File: config.mk
export PLATFORM = sky130hd
export DESIGN_NAME = asf_datapath
export DESIGN_NICKNAME = d
export VERILOG_FILES = /design/src/inc/asf_pkg.sv /design/src/logic/asf_datapath.sv /design/src/logic/asf_regfile.sv
export SDC_FILE = /design/constraint.sdc
export NUM_CORES = 2
export LEC_CHECK = 0
export BUFFER_PORTS_ARGS = -buffer_cell sky130_fd_sc_hd__buf_2
export CAP_MARGIN = 20
export CORE_MARGIN = 5
export CORE_UTILIZATION = 37
export DETAILED_ROUTE_END_ITERATION = 8
export GPL_ROUTABILITY_DRIVEN = 0
export PLACE_DENSITY = 0.63
export SLEW_MARGIN = 20
export SYNTH_ARGS = -nofsm -noshare
export SYNTH_HDL_FRONTEND = slang
export SYNTH_HIERARCHICAL = 1
export SYNTH_SLANG_ARGS = --single-unit
export TNS_END_PERCENT = 1
File: constraint.sdc
create_clock -name clk -period 4.3 [get_ports clk]
set_input_delay 0.645 -clock clk [delete_from_list [all_inputs] [get_ports clk]]
set_output_delay 0.645 -clock clk [all_outputs]
set_load 0.1 [all_outputs]
File: src/inc/asf_pkg.sv
// Package of constants and types for the add/subtract flag datapath
package asf_pkg;

   // ----------------------------------------------------------------
   // Register byte offsets on the APB
   // ----------------------------------------------------------------
   localparam logic [7:0] ADDR_CTRL = 8'h00;
   localparam logic [7:0] ADDR_IMM = 8'h04;
   localparam logic [7:0] ADDR_FLAGS = 8'h08;
   localparam logic [7:0] ADDR_RESULT = 8'h0c;
   localparam logic [7:0] ADDR_RF_SEL = 8'h10;
   localparam logic [7:0] ADDR_RF_DATA = 8'h14;
   localparam logic [7:0] ADDR_STATUS = 8'h18;

   // ----------------------------------------------------------------
   // Control register field positions
   // ----------------------------------------------------------------
   localparam int CTRL_OP_LSB = 0;
   localparam int CTRL_SET_FLAGS = 3;
   localparam int CTRL_USE_IMM = 4;
   localparam int CTRL_RD_GIVEN = 5;
   localparam int CTRL_RD_LSB = 8;
   localparam int CTRL_FIRST_LSB = 12;
   localparam int CTRL_SECOND_LSB = 16;

   // Flag register bit positions
   localparam int FLAG_V = 0;
   localparam int FLAG_C = 1;
   localparam int FLAG_Z = 2;
   localparam int FLAG_N = 3;

   // Status register bit position
   localparam int STATUS_BUSY = 0;

   // ----------------------------------------------------------------
   // Reset values
   // ----------------------------------------------------------------
   localparam logic [31:0] RST_WORD = 32'h0000_0000;
   localparam logic [3:0] RST_FLAGS = 4'h0;
   localparam logic [3:0] RST_INDEX = 4'h0;

   // Register file shape
   localparam int RF_DEPTH = 16;
   localparam int RF_WIDTH = 32;

   // ----------------------------------------------------------------
   // Operation codes and sequencer states
   // ----------------------------------------------------------------
   typedef enum logic [2:0] {
      OP_SUM = 3'h0,
      OP_CARRY_SUM = 3'h1,
      OP_DIFFERENCE = 3'h2,
      OP_BORROW_DIFFERENCE = 3'h3,
      OP_NEGATE = 3'h4
   } asf_op_e;

   typedef enum logic [2:0] {
      ST_IDLE = 3'b001,
      ST_FETCH = 3'b010,
      ST_EXEC = 3'b100
   } asf_state_e;

endpackage

File: src/logic/asf_datapath.sv
// Add/subtract datapath with condition flags, controlled over APB
//
// Our own choices: the placing of the registers and the APB slave port.

// Contract
// - Carry sum adds both sources plus one when carry is set, writes the result, sets all flags.
// - The plain sum adds the first source to a register or constant and leaves flags alone.
// - The flag-setting sum gives the plain sum result and updates N, Z, C and V.
// - Negate writes zero minus the first source and sets all flags; its only constant is 0.
// - Borrow difference subtracts the second source, one more when carry is set, sets all flags.
// - The plain difference subtracts a register or constant and leaves the flags alone.
// - The flag-setting difference gives the plain difference result and updates all four flags.
// - With no result register given, the first source register is the destination.
// - Carry sum, negate and borrow difference exist only in flag-setting form.
module asf_datapath (
   input wire logic clk, // Core clock, 25 MHz
   input wire logic reset_n, // Synchronous reset, active low
   input wire logic psel, // APB select
   input wire logic penable, // APB enable
   input wire logic pwrite, // APB direction, high for write
   input wire logic [7:0] paddr, // APB byte address
   input wire logic [31:0] pwdata, // APB write data
   output logic [31:0] prdata, // APB read data
   output logic pready, // APB ready, low while an operation runs
   output logic pslverr // APB error on unmapped address
);

   // ----------------------------------------------------------------
   // Types and state
   // ----------------------------------------------------------------
   typedef struct packed {
      asf_pkg::asf_state_e state;
      logic [2:0] op;
      logic set_flags;
      logic use_imm;
      logic [3:0] rd;
      logic [3:0] first_source_register;
      logic [3:0] second_operand_register;
      logic [31:0] imm;
      logic [3:0] flags;
      logic [31:0] result;
      logic [3:0] rf_sel;
   } asf_core_s;

   asf_core_s st_r;
   asf_core_s st_nxt;

   logic [31:0] src_a;
   logic [31:0] src_b;
   logic [3:0] addr_a;
   logic rf_wr_en;
   logic [3:0] rf_wr_addr;
   logic [31:0] rf_wr_data;
   logic xfer;
   logic [35:0] alu_out;
   logic [31:0] alu_a;
   logic [31:0] alu_b;
   logic alu_cin;
   logic alu_valid;
   logic alu_flag_upd;

   // ----------------------------------------------------------------
   // Adder with flag derivation: returns {N, Z, C, V, sum}
   // ----------------------------------------------------------------
   function automatic logic [35:0] asf_add(input logic [31:0] a, input logic [31:0] b,
                                           input logic cin);
      logic [32:0] wide;
      logic ovf;
      wide = {1'b0, a} + {1'b0, b} + {32'h0000_0000, cin};
      ovf = (a[31] == b[31]) && (wide[31] != a[31]);
      return {wide[31], (wide[31:0] == 32'h0000_0000), wide[32], ovf, wide[31:0]};
   endfunction

   // ----------------------------------------------------------------
   // Register file
   // ----------------------------------------------------------------
   // Port A follows the selected index when idle so software can read it
   assign addr_a = (st_r.state == asf_pkg::ST_IDLE) ? st_r.rf_sel : st_r.first_source_register;

   asf_regfile u_regfile (
      .clk(clk),
      .reset_n(reset_n),
      .rd_addr_a(addr_a),
      .rd_addr_b(st_r.second_operand_register),
      .wr_en(rf_wr_en),
      .wr_addr(rf_wr_addr),
      .wr_data(rf_wr_data),
      .rd_data_a(src_a),
      .rd_data_b(src_b)
   );

   // ----------------------------------------------------------------
   // Operand steering for the adder
   // ----------------------------------------------------------------
   always_comb begin
      alu_a = src_a;
      alu_b = st_r.use_imm ? st_r.imm : src_b;
      alu_cin = 1'b0;
      alu_valid = 1'b1;
      alu_flag_upd = st_r.set_flags;
      unique case (st_r.op)
         asf_pkg::OP_SUM: begin
            alu_cin = 1'b0;
         end
         asf_pkg::OP_CARRY_SUM: begin
            alu_b = src_b;
            alu_cin = st_r.flags[asf_pkg::FLAG_C];
            alu_flag_upd = 1'b1;
         end
         asf_pkg::OP_DIFFERENCE: begin
            alu_b = ~(st_r.use_imm ? st_r.imm : src_b);
            alu_cin = 1'b1;
         end
         asf_pkg::OP_BORROW_DIFFERENCE: begin
            alu_b = ~src_b;
            alu_cin = ~st_r.flags[asf_pkg::FLAG_C];
            alu_flag_upd = 1'b1;
         end
         asf_pkg::OP_NEGATE: begin
            alu_a = 32'h0000_0000;
            alu_b = ~src_a;
            alu_cin = 1'b1;
            alu_flag_upd = 1'b1;
         end
         default: begin
            alu_valid = 1'b0;
            alu_flag_upd = 1'b0;
         end
      endcase
   end

   assign alu_out = asf_add(alu_a, alu_b, alu_cin);

   // ----------------------------------------------------------------
   // APB handshake
   // ----------------------------------------------------------------
   // Every access stalls until the sequencer is idle
   assign pready = (st_r.state == asf_pkg::ST_IDLE);
   assign xfer = psel && penable && pready;

   // Unmapped address answers with an error
   always_comb begin
      unique case (paddr)
         asf_pkg::ADDR_CTRL, asf_pkg::ADDR_IMM, asf_pkg::ADDR_FLAGS, asf_pkg::ADDR_RESULT,
         asf_pkg::ADDR_RF_SEL, asf_pkg::ADDR_RF_DATA, asf_pkg::ADDR_STATUS: begin
            pslverr = 1'b0;
         end
         default: begin
            pslverr = psel && penable;
         end
      endcase
   end

   // Read data mux
   always_comb begin
      prdata = 32'h0000_0000;
      unique case (paddr)
         asf_pkg::ADDR_CTRL: begin
            prdata[asf_pkg::CTRL_OP_LSB +: 3] = st_r.op;
            prdata[asf_pkg::CTRL_SET_FLAGS] = st_r.set_flags;
            prdata[asf_pkg::CTRL_USE_IMM] = st_r.use_imm;
            prdata[asf_pkg::CTRL_RD_LSB +: 4] = st_r.rd;
            prdata[asf_pkg::CTRL_FIRST_LSB +: 4] = st_r.first_source_register;
            prdata[asf_pkg::CTRL_SECOND_LSB +: 4] = st_r.second_operand_register;
         end
         asf_pkg::ADDR_IMM: prdata = st_r.imm;
         asf_pkg::ADDR_FLAGS: prdata[3:0] = st_r.flags;
         asf_pkg::ADDR_RESULT: prdata = st_r.result;
         asf_pkg::ADDR_RF_SEL: prdata[3:0] = st_r.rf_sel;
         asf_pkg::ADDR_RF_DATA: prdata = src_a;
         asf_pkg::ADDR_STATUS: prdata[asf_pkg::STATUS_BUSY] = ~pready;
         default: prdata = 32'h0000_0000;
      endcase
   end

   // ----------------------------------------------------------------
   // Register file write: software when idle, result at execute
   // ----------------------------------------------------------------
   always_comb begin
      rf_wr_en = 1'b0;
      rf_wr_addr = st_r.rf_sel;
      rf_wr_data = pwdata;
      if (st_r.state == asf_pkg::ST_EXEC) begin
         rf_wr_en = alu_valid;
         rf_wr_addr = st_r.rd;
         rf_wr_data = alu_out[31:0];
      end else if (xfer && pwrite && (paddr == asf_pkg::ADDR_RF_DATA)) begin
         rf_wr_en = 1'b1;
      end
   end

   // ----------------------------------------------------------------
   // Sequencer and software registers
   // ----------------------------------------------------------------
   always_comb begin
      st_nxt = st_r;
      unique case (st_r.state)
         asf_pkg::ST_IDLE: begin
            if (xfer && pwrite) begin
               unique case (paddr)
                  asf_pkg::ADDR_CTRL: begin
                     st_nxt.op = pwdata[asf_pkg::CTRL_OP_LSB +: 3];
                     st_nxt.set_flags = pwdata[asf_pkg::CTRL_SET_FLAGS];
                     st_nxt.use_imm = pwdata[asf_pkg::CTRL_USE_IMM];
                     st_nxt.first_source_register = pwdata[asf_pkg::CTRL_FIRST_LSB +: 4];
                     st_nxt.second_operand_register = pwdata[asf_pkg::CTRL_SECOND_LSB +: 4];
                     // Two-operand form writes back to the first source
                     st_nxt.rd = pwdata[asf_pkg::CTRL_RD_GIVEN] ?
                                 pwdata[asf_pkg::CTRL_RD_LSB +: 4] :
                                 pwdata[asf_pkg::CTRL_FIRST_LSB +: 4];
                     st_nxt.state = asf_pkg::ST_FETCH;
                  end
                  asf_pkg::ADDR_IMM: st_nxt.imm = pwdata;
                  asf_pkg::ADDR_FLAGS: st_nxt.flags = pwdata[3:0];
                  asf_pkg::ADDR_RF_SEL: st_nxt.rf_sel = pwdata[3:0];
                  default: st_nxt.state = asf_pkg::ST_IDLE;
               endcase
            end
         end
         asf_pkg::ST_FETCH: begin
            st_nxt.state = asf_pkg::ST_EXEC;
         end
         asf_pkg::ST_EXEC: begin
            if (alu_valid) begin
               st_nxt.result = alu_out[31:0];
            end
            // Plain forms keep the flags
            if (alu_flag_upd) begin
               st_nxt.flags[asf_pkg::FLAG_N] = alu_out[35];
               st_nxt.flags[asf_pkg::FLAG_Z] = alu_out[34];
               st_nxt.flags[asf_pkg::FLAG_C] = alu_out[33];
               st_nxt.flags[asf_pkg::FLAG_V] = alu_out[32];
            end
            st_nxt.state = asf_pkg::ST_IDLE;
         end
         default: st_nxt.state = asf_pkg::ST_IDLE;
      endcase
   end

   // State register
   always_ff @(posedge clk) begin
      if (!reset_n) begin
         st_r.state <= asf_pkg::ST_IDLE;
         st_r.op <= 3'h0;
         st_r.set_flags <= 1'b0;
         st_r.use_imm <= 1'b0;
         st_r.rd <= asf_pkg::RST_INDEX;
         st_r.first_source_register <= asf_pkg::RST_INDEX;
         st_r.second_operand_register <= asf_pkg::RST_INDEX;
         st_r.imm <= asf_pkg::RST_WORD;
         st_r.flags <= asf_pkg::RST_FLAGS;
         st_r.result <= asf_pkg::RST_WORD;
         st_r.rf_sel <= asf_pkg::RST_INDEX;
      end else begin
         st_r <= st_nxt;
      end
   end

endmodule // asf_datapath

File: src/logic/asf_regfile.sv
// Sixteen-word register file with two registered read ports and one write port
module asf_regfile (
   input wire logic clk, // Core clock
   input wire logic reset_n, // Synchronous reset, active low
   input wire logic [3:0] rd_addr_a, // Read port A index
   input wire logic [3:0] rd_addr_b, // Read port B index
   input wire logic wr_en, // Write strobe
   input wire logic [3:0] wr_addr, // Write index
   input wire logic [31:0] wr_data, // Write word
   output logic [31:0] rd_data_a, // Registered read data A
   output logic [31:0] rd_data_b // Registered read data B
);

   typedef struct packed {
      logic [asf_pkg::RF_DEPTH-1:0][asf_pkg::RF_WIDTH-1:0] mem;
      logic [31:0] data_a;
      logic [31:0] data_b;
   } asf_rf_s;

   asf_rf_s st_r;
   asf_rf_s st_nxt;

   // Read reflects a write of the previous edge; write lands in the array
   always_comb begin
      st_nxt = st_r;
      st_nxt.data_a = st_r.mem[rd_addr_a];
      st_nxt.data_b = st_r.mem[rd_addr_b];
      if (wr_en) begin
         st_nxt.mem[wr_addr] = wr_data;
      end
   end

   // State register
   always_ff @(posedge clk) begin
      if (!reset_n) begin
         st_r <= '0;
      end else begin
         st_r <= st_nxt;
      end
   end

   assign rd_data_a = st_r.data_a;
   assign rd_data_b = st_r.data_b;

endmodule // asf_regfile

==> results.ini <==
[status]
outcome=complete, no violations

[yosys]
yosysSeqAreaShare_pct=34.77
syn-mean-instance-area_um2=8.160
synth_edf_count=0
synth_cell_types=87
synth_most_common_cell=nand2_1
synth_area_leaders=dfxtp_1 35%, nand2_1 14%, mux2i_1 14%, a21boi_0 7.6%, a22oi_1 3.8%
synth_top_area_share_pct=34.77
synth_top_area_cell=dfxtp_1
netlist_area_um2=38460
synthArstFlopShare_pct=0
synthesis.nets=4791
yosys_warnings=6
synth-main-ff-cell=dfxtp_1
postSynthCellCount=4713
synth-seq-cells=668
synth_commonest_cells=1415 x nand2_1, 668 x dfxtp_1, 527 x mux2i_1, 387 x a21boi_0, 299 x clkbuf_1

[floorplanning]
num_rows=118
core_area_um2=103300
die_w_um=332.4
die_y_um=332.4
dieArea_um2=110500
start_util_pct=37.21
num_io_pins=79

[power_and_ir_drop]
clkPwrFrac_pct=49.3
ir_drop_v=0.0002616
switching_share_pct=23.09
internal_power_w=0.009990
seqPwrFrac_pct=47.6
combPwrFrac_pct=3.0
powerDensity_nw_per_um2=301.6
switching_power_w=0.003000
p_leak_nw=13.52
p_total_w=0.01299

[worst_setup_path]
crit_required_ns=4.88
r2r_end=u_regfile/st_r[124]
reg2reg_slack_ns=0.04
critical_path_class=register to register
path_cells=nand2b_2, buf_6, mux2i_1, xor2_1, o21ai_0, ha_2, nand4_1, nor2_1, nand2_1, a2111oi_4, o21ai_2, nor3b_2, a311oi_2, o21ai_2, buf_4, nand2_1, a21boi_0
cp_top_family=compound AO/OA/AOI/OAI gates
path_max_fanout=18
worstReg2RegStart=st_r[86]
critPathBufInv=2
rr_worst_depth=17
cp-end-kind=register
cpMaxStageDelayCell=a2111oi_4
crit_arrival_ns=4.84
slowest_delay_ns=0.48
start_kind=register

[route]
ant_nets=0
drtIter0Drc=4316
wl_mm=144.8
route.vias.total=35250
vias_per_cell=5.897
dr.pass1.iters=6
post_drt_wl_per_cell_um=24.22
drc=0

[grt]
grt_max_degree=273
antenna_found_initial=8
grt_pass1_vias=32720
grt_pass1_wl_mm=211.5
grt.overflow.total=0
gr-usage-all-layers_pct=24.63

[clock_network]
insertion_delay_ns=0.65
cts_tree=yes
cts-root-buf=clkbuf_16
cts_buffer_depth=3
hold_buffers=0
clkTransAtPathRegs_ns=0.06
htree_levels=3
cts_sinks=668
cts_buffers=73

[flow_run]
max_cap_violations=0

[timing]
clock_skew_ns=0.02465
hold_ws_ns=0.2460
rsz0062_at_grt=true
worst_slew_pin_slew_ns=1.450
period_minus_slack_ns=4.262
slew_viol_final=0
clock.fmax_mhz=234.6
setup_viol=0
hold_viol_final=0
slew_headroom_pct=3.345
fin_crit_sh_pct=99.11

[final_layout]
drive_above_1_share_pct=11.62
final_core_util_pct=41.68
area_growth_pct=12.00
nets=4613
final_cell_area_um2=43070

[min_path]
min-delay-path-class=input pin to register
hold_depth=3
worstHoldStart=pwdata[23]
worstHoldEndpoint=st_r[63]

[place]
hpwl_mm=88.48
placed_area_um2=40510
io_buffer_count=78

[flip-flops by register name (all words and copies together), names as in the netlist]
name and count:
st_r 92, u_regfile/rd_data_a 32, u_regfile/st_r 512, u_regfile/rd_data_b 32
[placed cells by master, fill, tap and decap left out, types with 60 or more instances in the layout]
cell type  Yosys  layout
nand2_1     1415    1412
dfxtp_1      668     664
mux2i_1      527     527
a21boi_0     387     387
a22oi_1      195     195
a21boi_1     185     185
buf_4         99     153
o21ai_0      141     121
clkbuf_16      0      73
buf_12         0      60
[metal layers]
layer | up-vias | GRT usage (%) | routed length, um
li1 | 15890 | - | -
met1 | 17020 | 32.34 | 58040
met2 | 1911 | 39.43 | 65140
met3 | 434 | 4.885 | 14700
met4 | 2 | 10.94 | 6891
met5 | - | 0 | 13
[area by class of cell]
class                   instances  area (um^2)
fillers                     10200        60280
multi-input cells            3498        22780
clock buffers                 117         2252
flip-flops and latches        668        13380
well taps                    1380         1727
diodes                          4        10.01
clock inverters                17        160.2
inverters                      30        112.6
repair buffers                264         2646
[per-stage QoR]
| step | TNS [ns] | setup slack, ns | instances |
|---|---|---|---|
| 6_report | 0 | 0.03812 | 5978 |
| 5_1_grt | -4.495 | -0.1366 | 5977 |
| 4_1_cts | 0 | 0.02234 | 5970 |
| 3_5_place_dp | -4.429 | -0.2505 | 5836 |
| 3_3_place_gp | -3.790 | -0.2373 | 5836 |
| 2_1_floorplan | 0 | 0.01476 | 4713 |
[worst reg2reg max path: stages, from the launching register on]
cell and delay [ns]:
dfxtp_1 0.40, nand2b_2 0.19, buf_6 0.28, mux2i_1 0.28, xor2_1 0.15, o21ai_0 0.10, ha_2 0.46, nand4_1 0.24
nor2_1 0.21, nand2_1 0.20, a2111oi_4 0.48, o21ai_2 0.17, nor3b_2 0.21, a311oi_2 0.09, o21ai_2 0.29, buf_4 0.23
nand2_1 0.07, a21boi_0 0.16
[cells by family (layout without fill, tap and decap cells)]
family	after synthesis	count (layout)	synth area share, %
simple gates	1683	1683	18.08
compound gates	1150	1150	21.90
flops	668	668	34.77
mux	581	581	16.21
buf+inv	547	428	6.770
xor+xnor	51	51	1.161
fa+ha+maj	33	33	1.113
other cells	0	4	0
[power by group through the flow]
| stage | clock [W] | sequential [W] | combinational, W |
|---|---|---|---|
| global route | 0.00671 | 0.00618 | 0.000406 |
| detailed placement | 0 | 0.00633 | 0.000378 |
| finish | 0.00641 | 0.00619 | 0.000394 |
| global placement | 0 | 0.00633 | 0.000380 |
| CTS | 0.00646 | 0.00619 | 0.000379 |
| floorplan | 0 | 0.00633 | 0.000229 |
[worst max-delay path by stage]
| stage | startpoint | end | slack [ns] | cells after the start |
|---|---|---|---|---|
| final | st_r[86] | u_regfile/st_r[124] | 0.04 | 17 |
| after global routing | st_r[86] | u_regfile/st_r[508] | -0.14 | 17 |
| after CTS | st_r[86] | u_regfile/st_r[540] | 0.02 | 16 |
| after detailed placement | st_r[86] | u_regfile/st_r[186] | -0.25 | 15 |
| after global placement | st_r[86] | u_regfile/st_r[90] | -0.24 | 15 |
| after floorplan | st_r[87] | u_regfile/st_r[248] | 0.01 | 18 |
[what timing repair did]
item | in CTS | in global routing
setup buffers | 0 | 3
resized for setup | 3 | 26
setup endpoints to repair | 34 | 183
gates cloned | 0 | 1
pin swaps | 0 | 6
No activity file was read; power rests on OpenSTA's default activity.
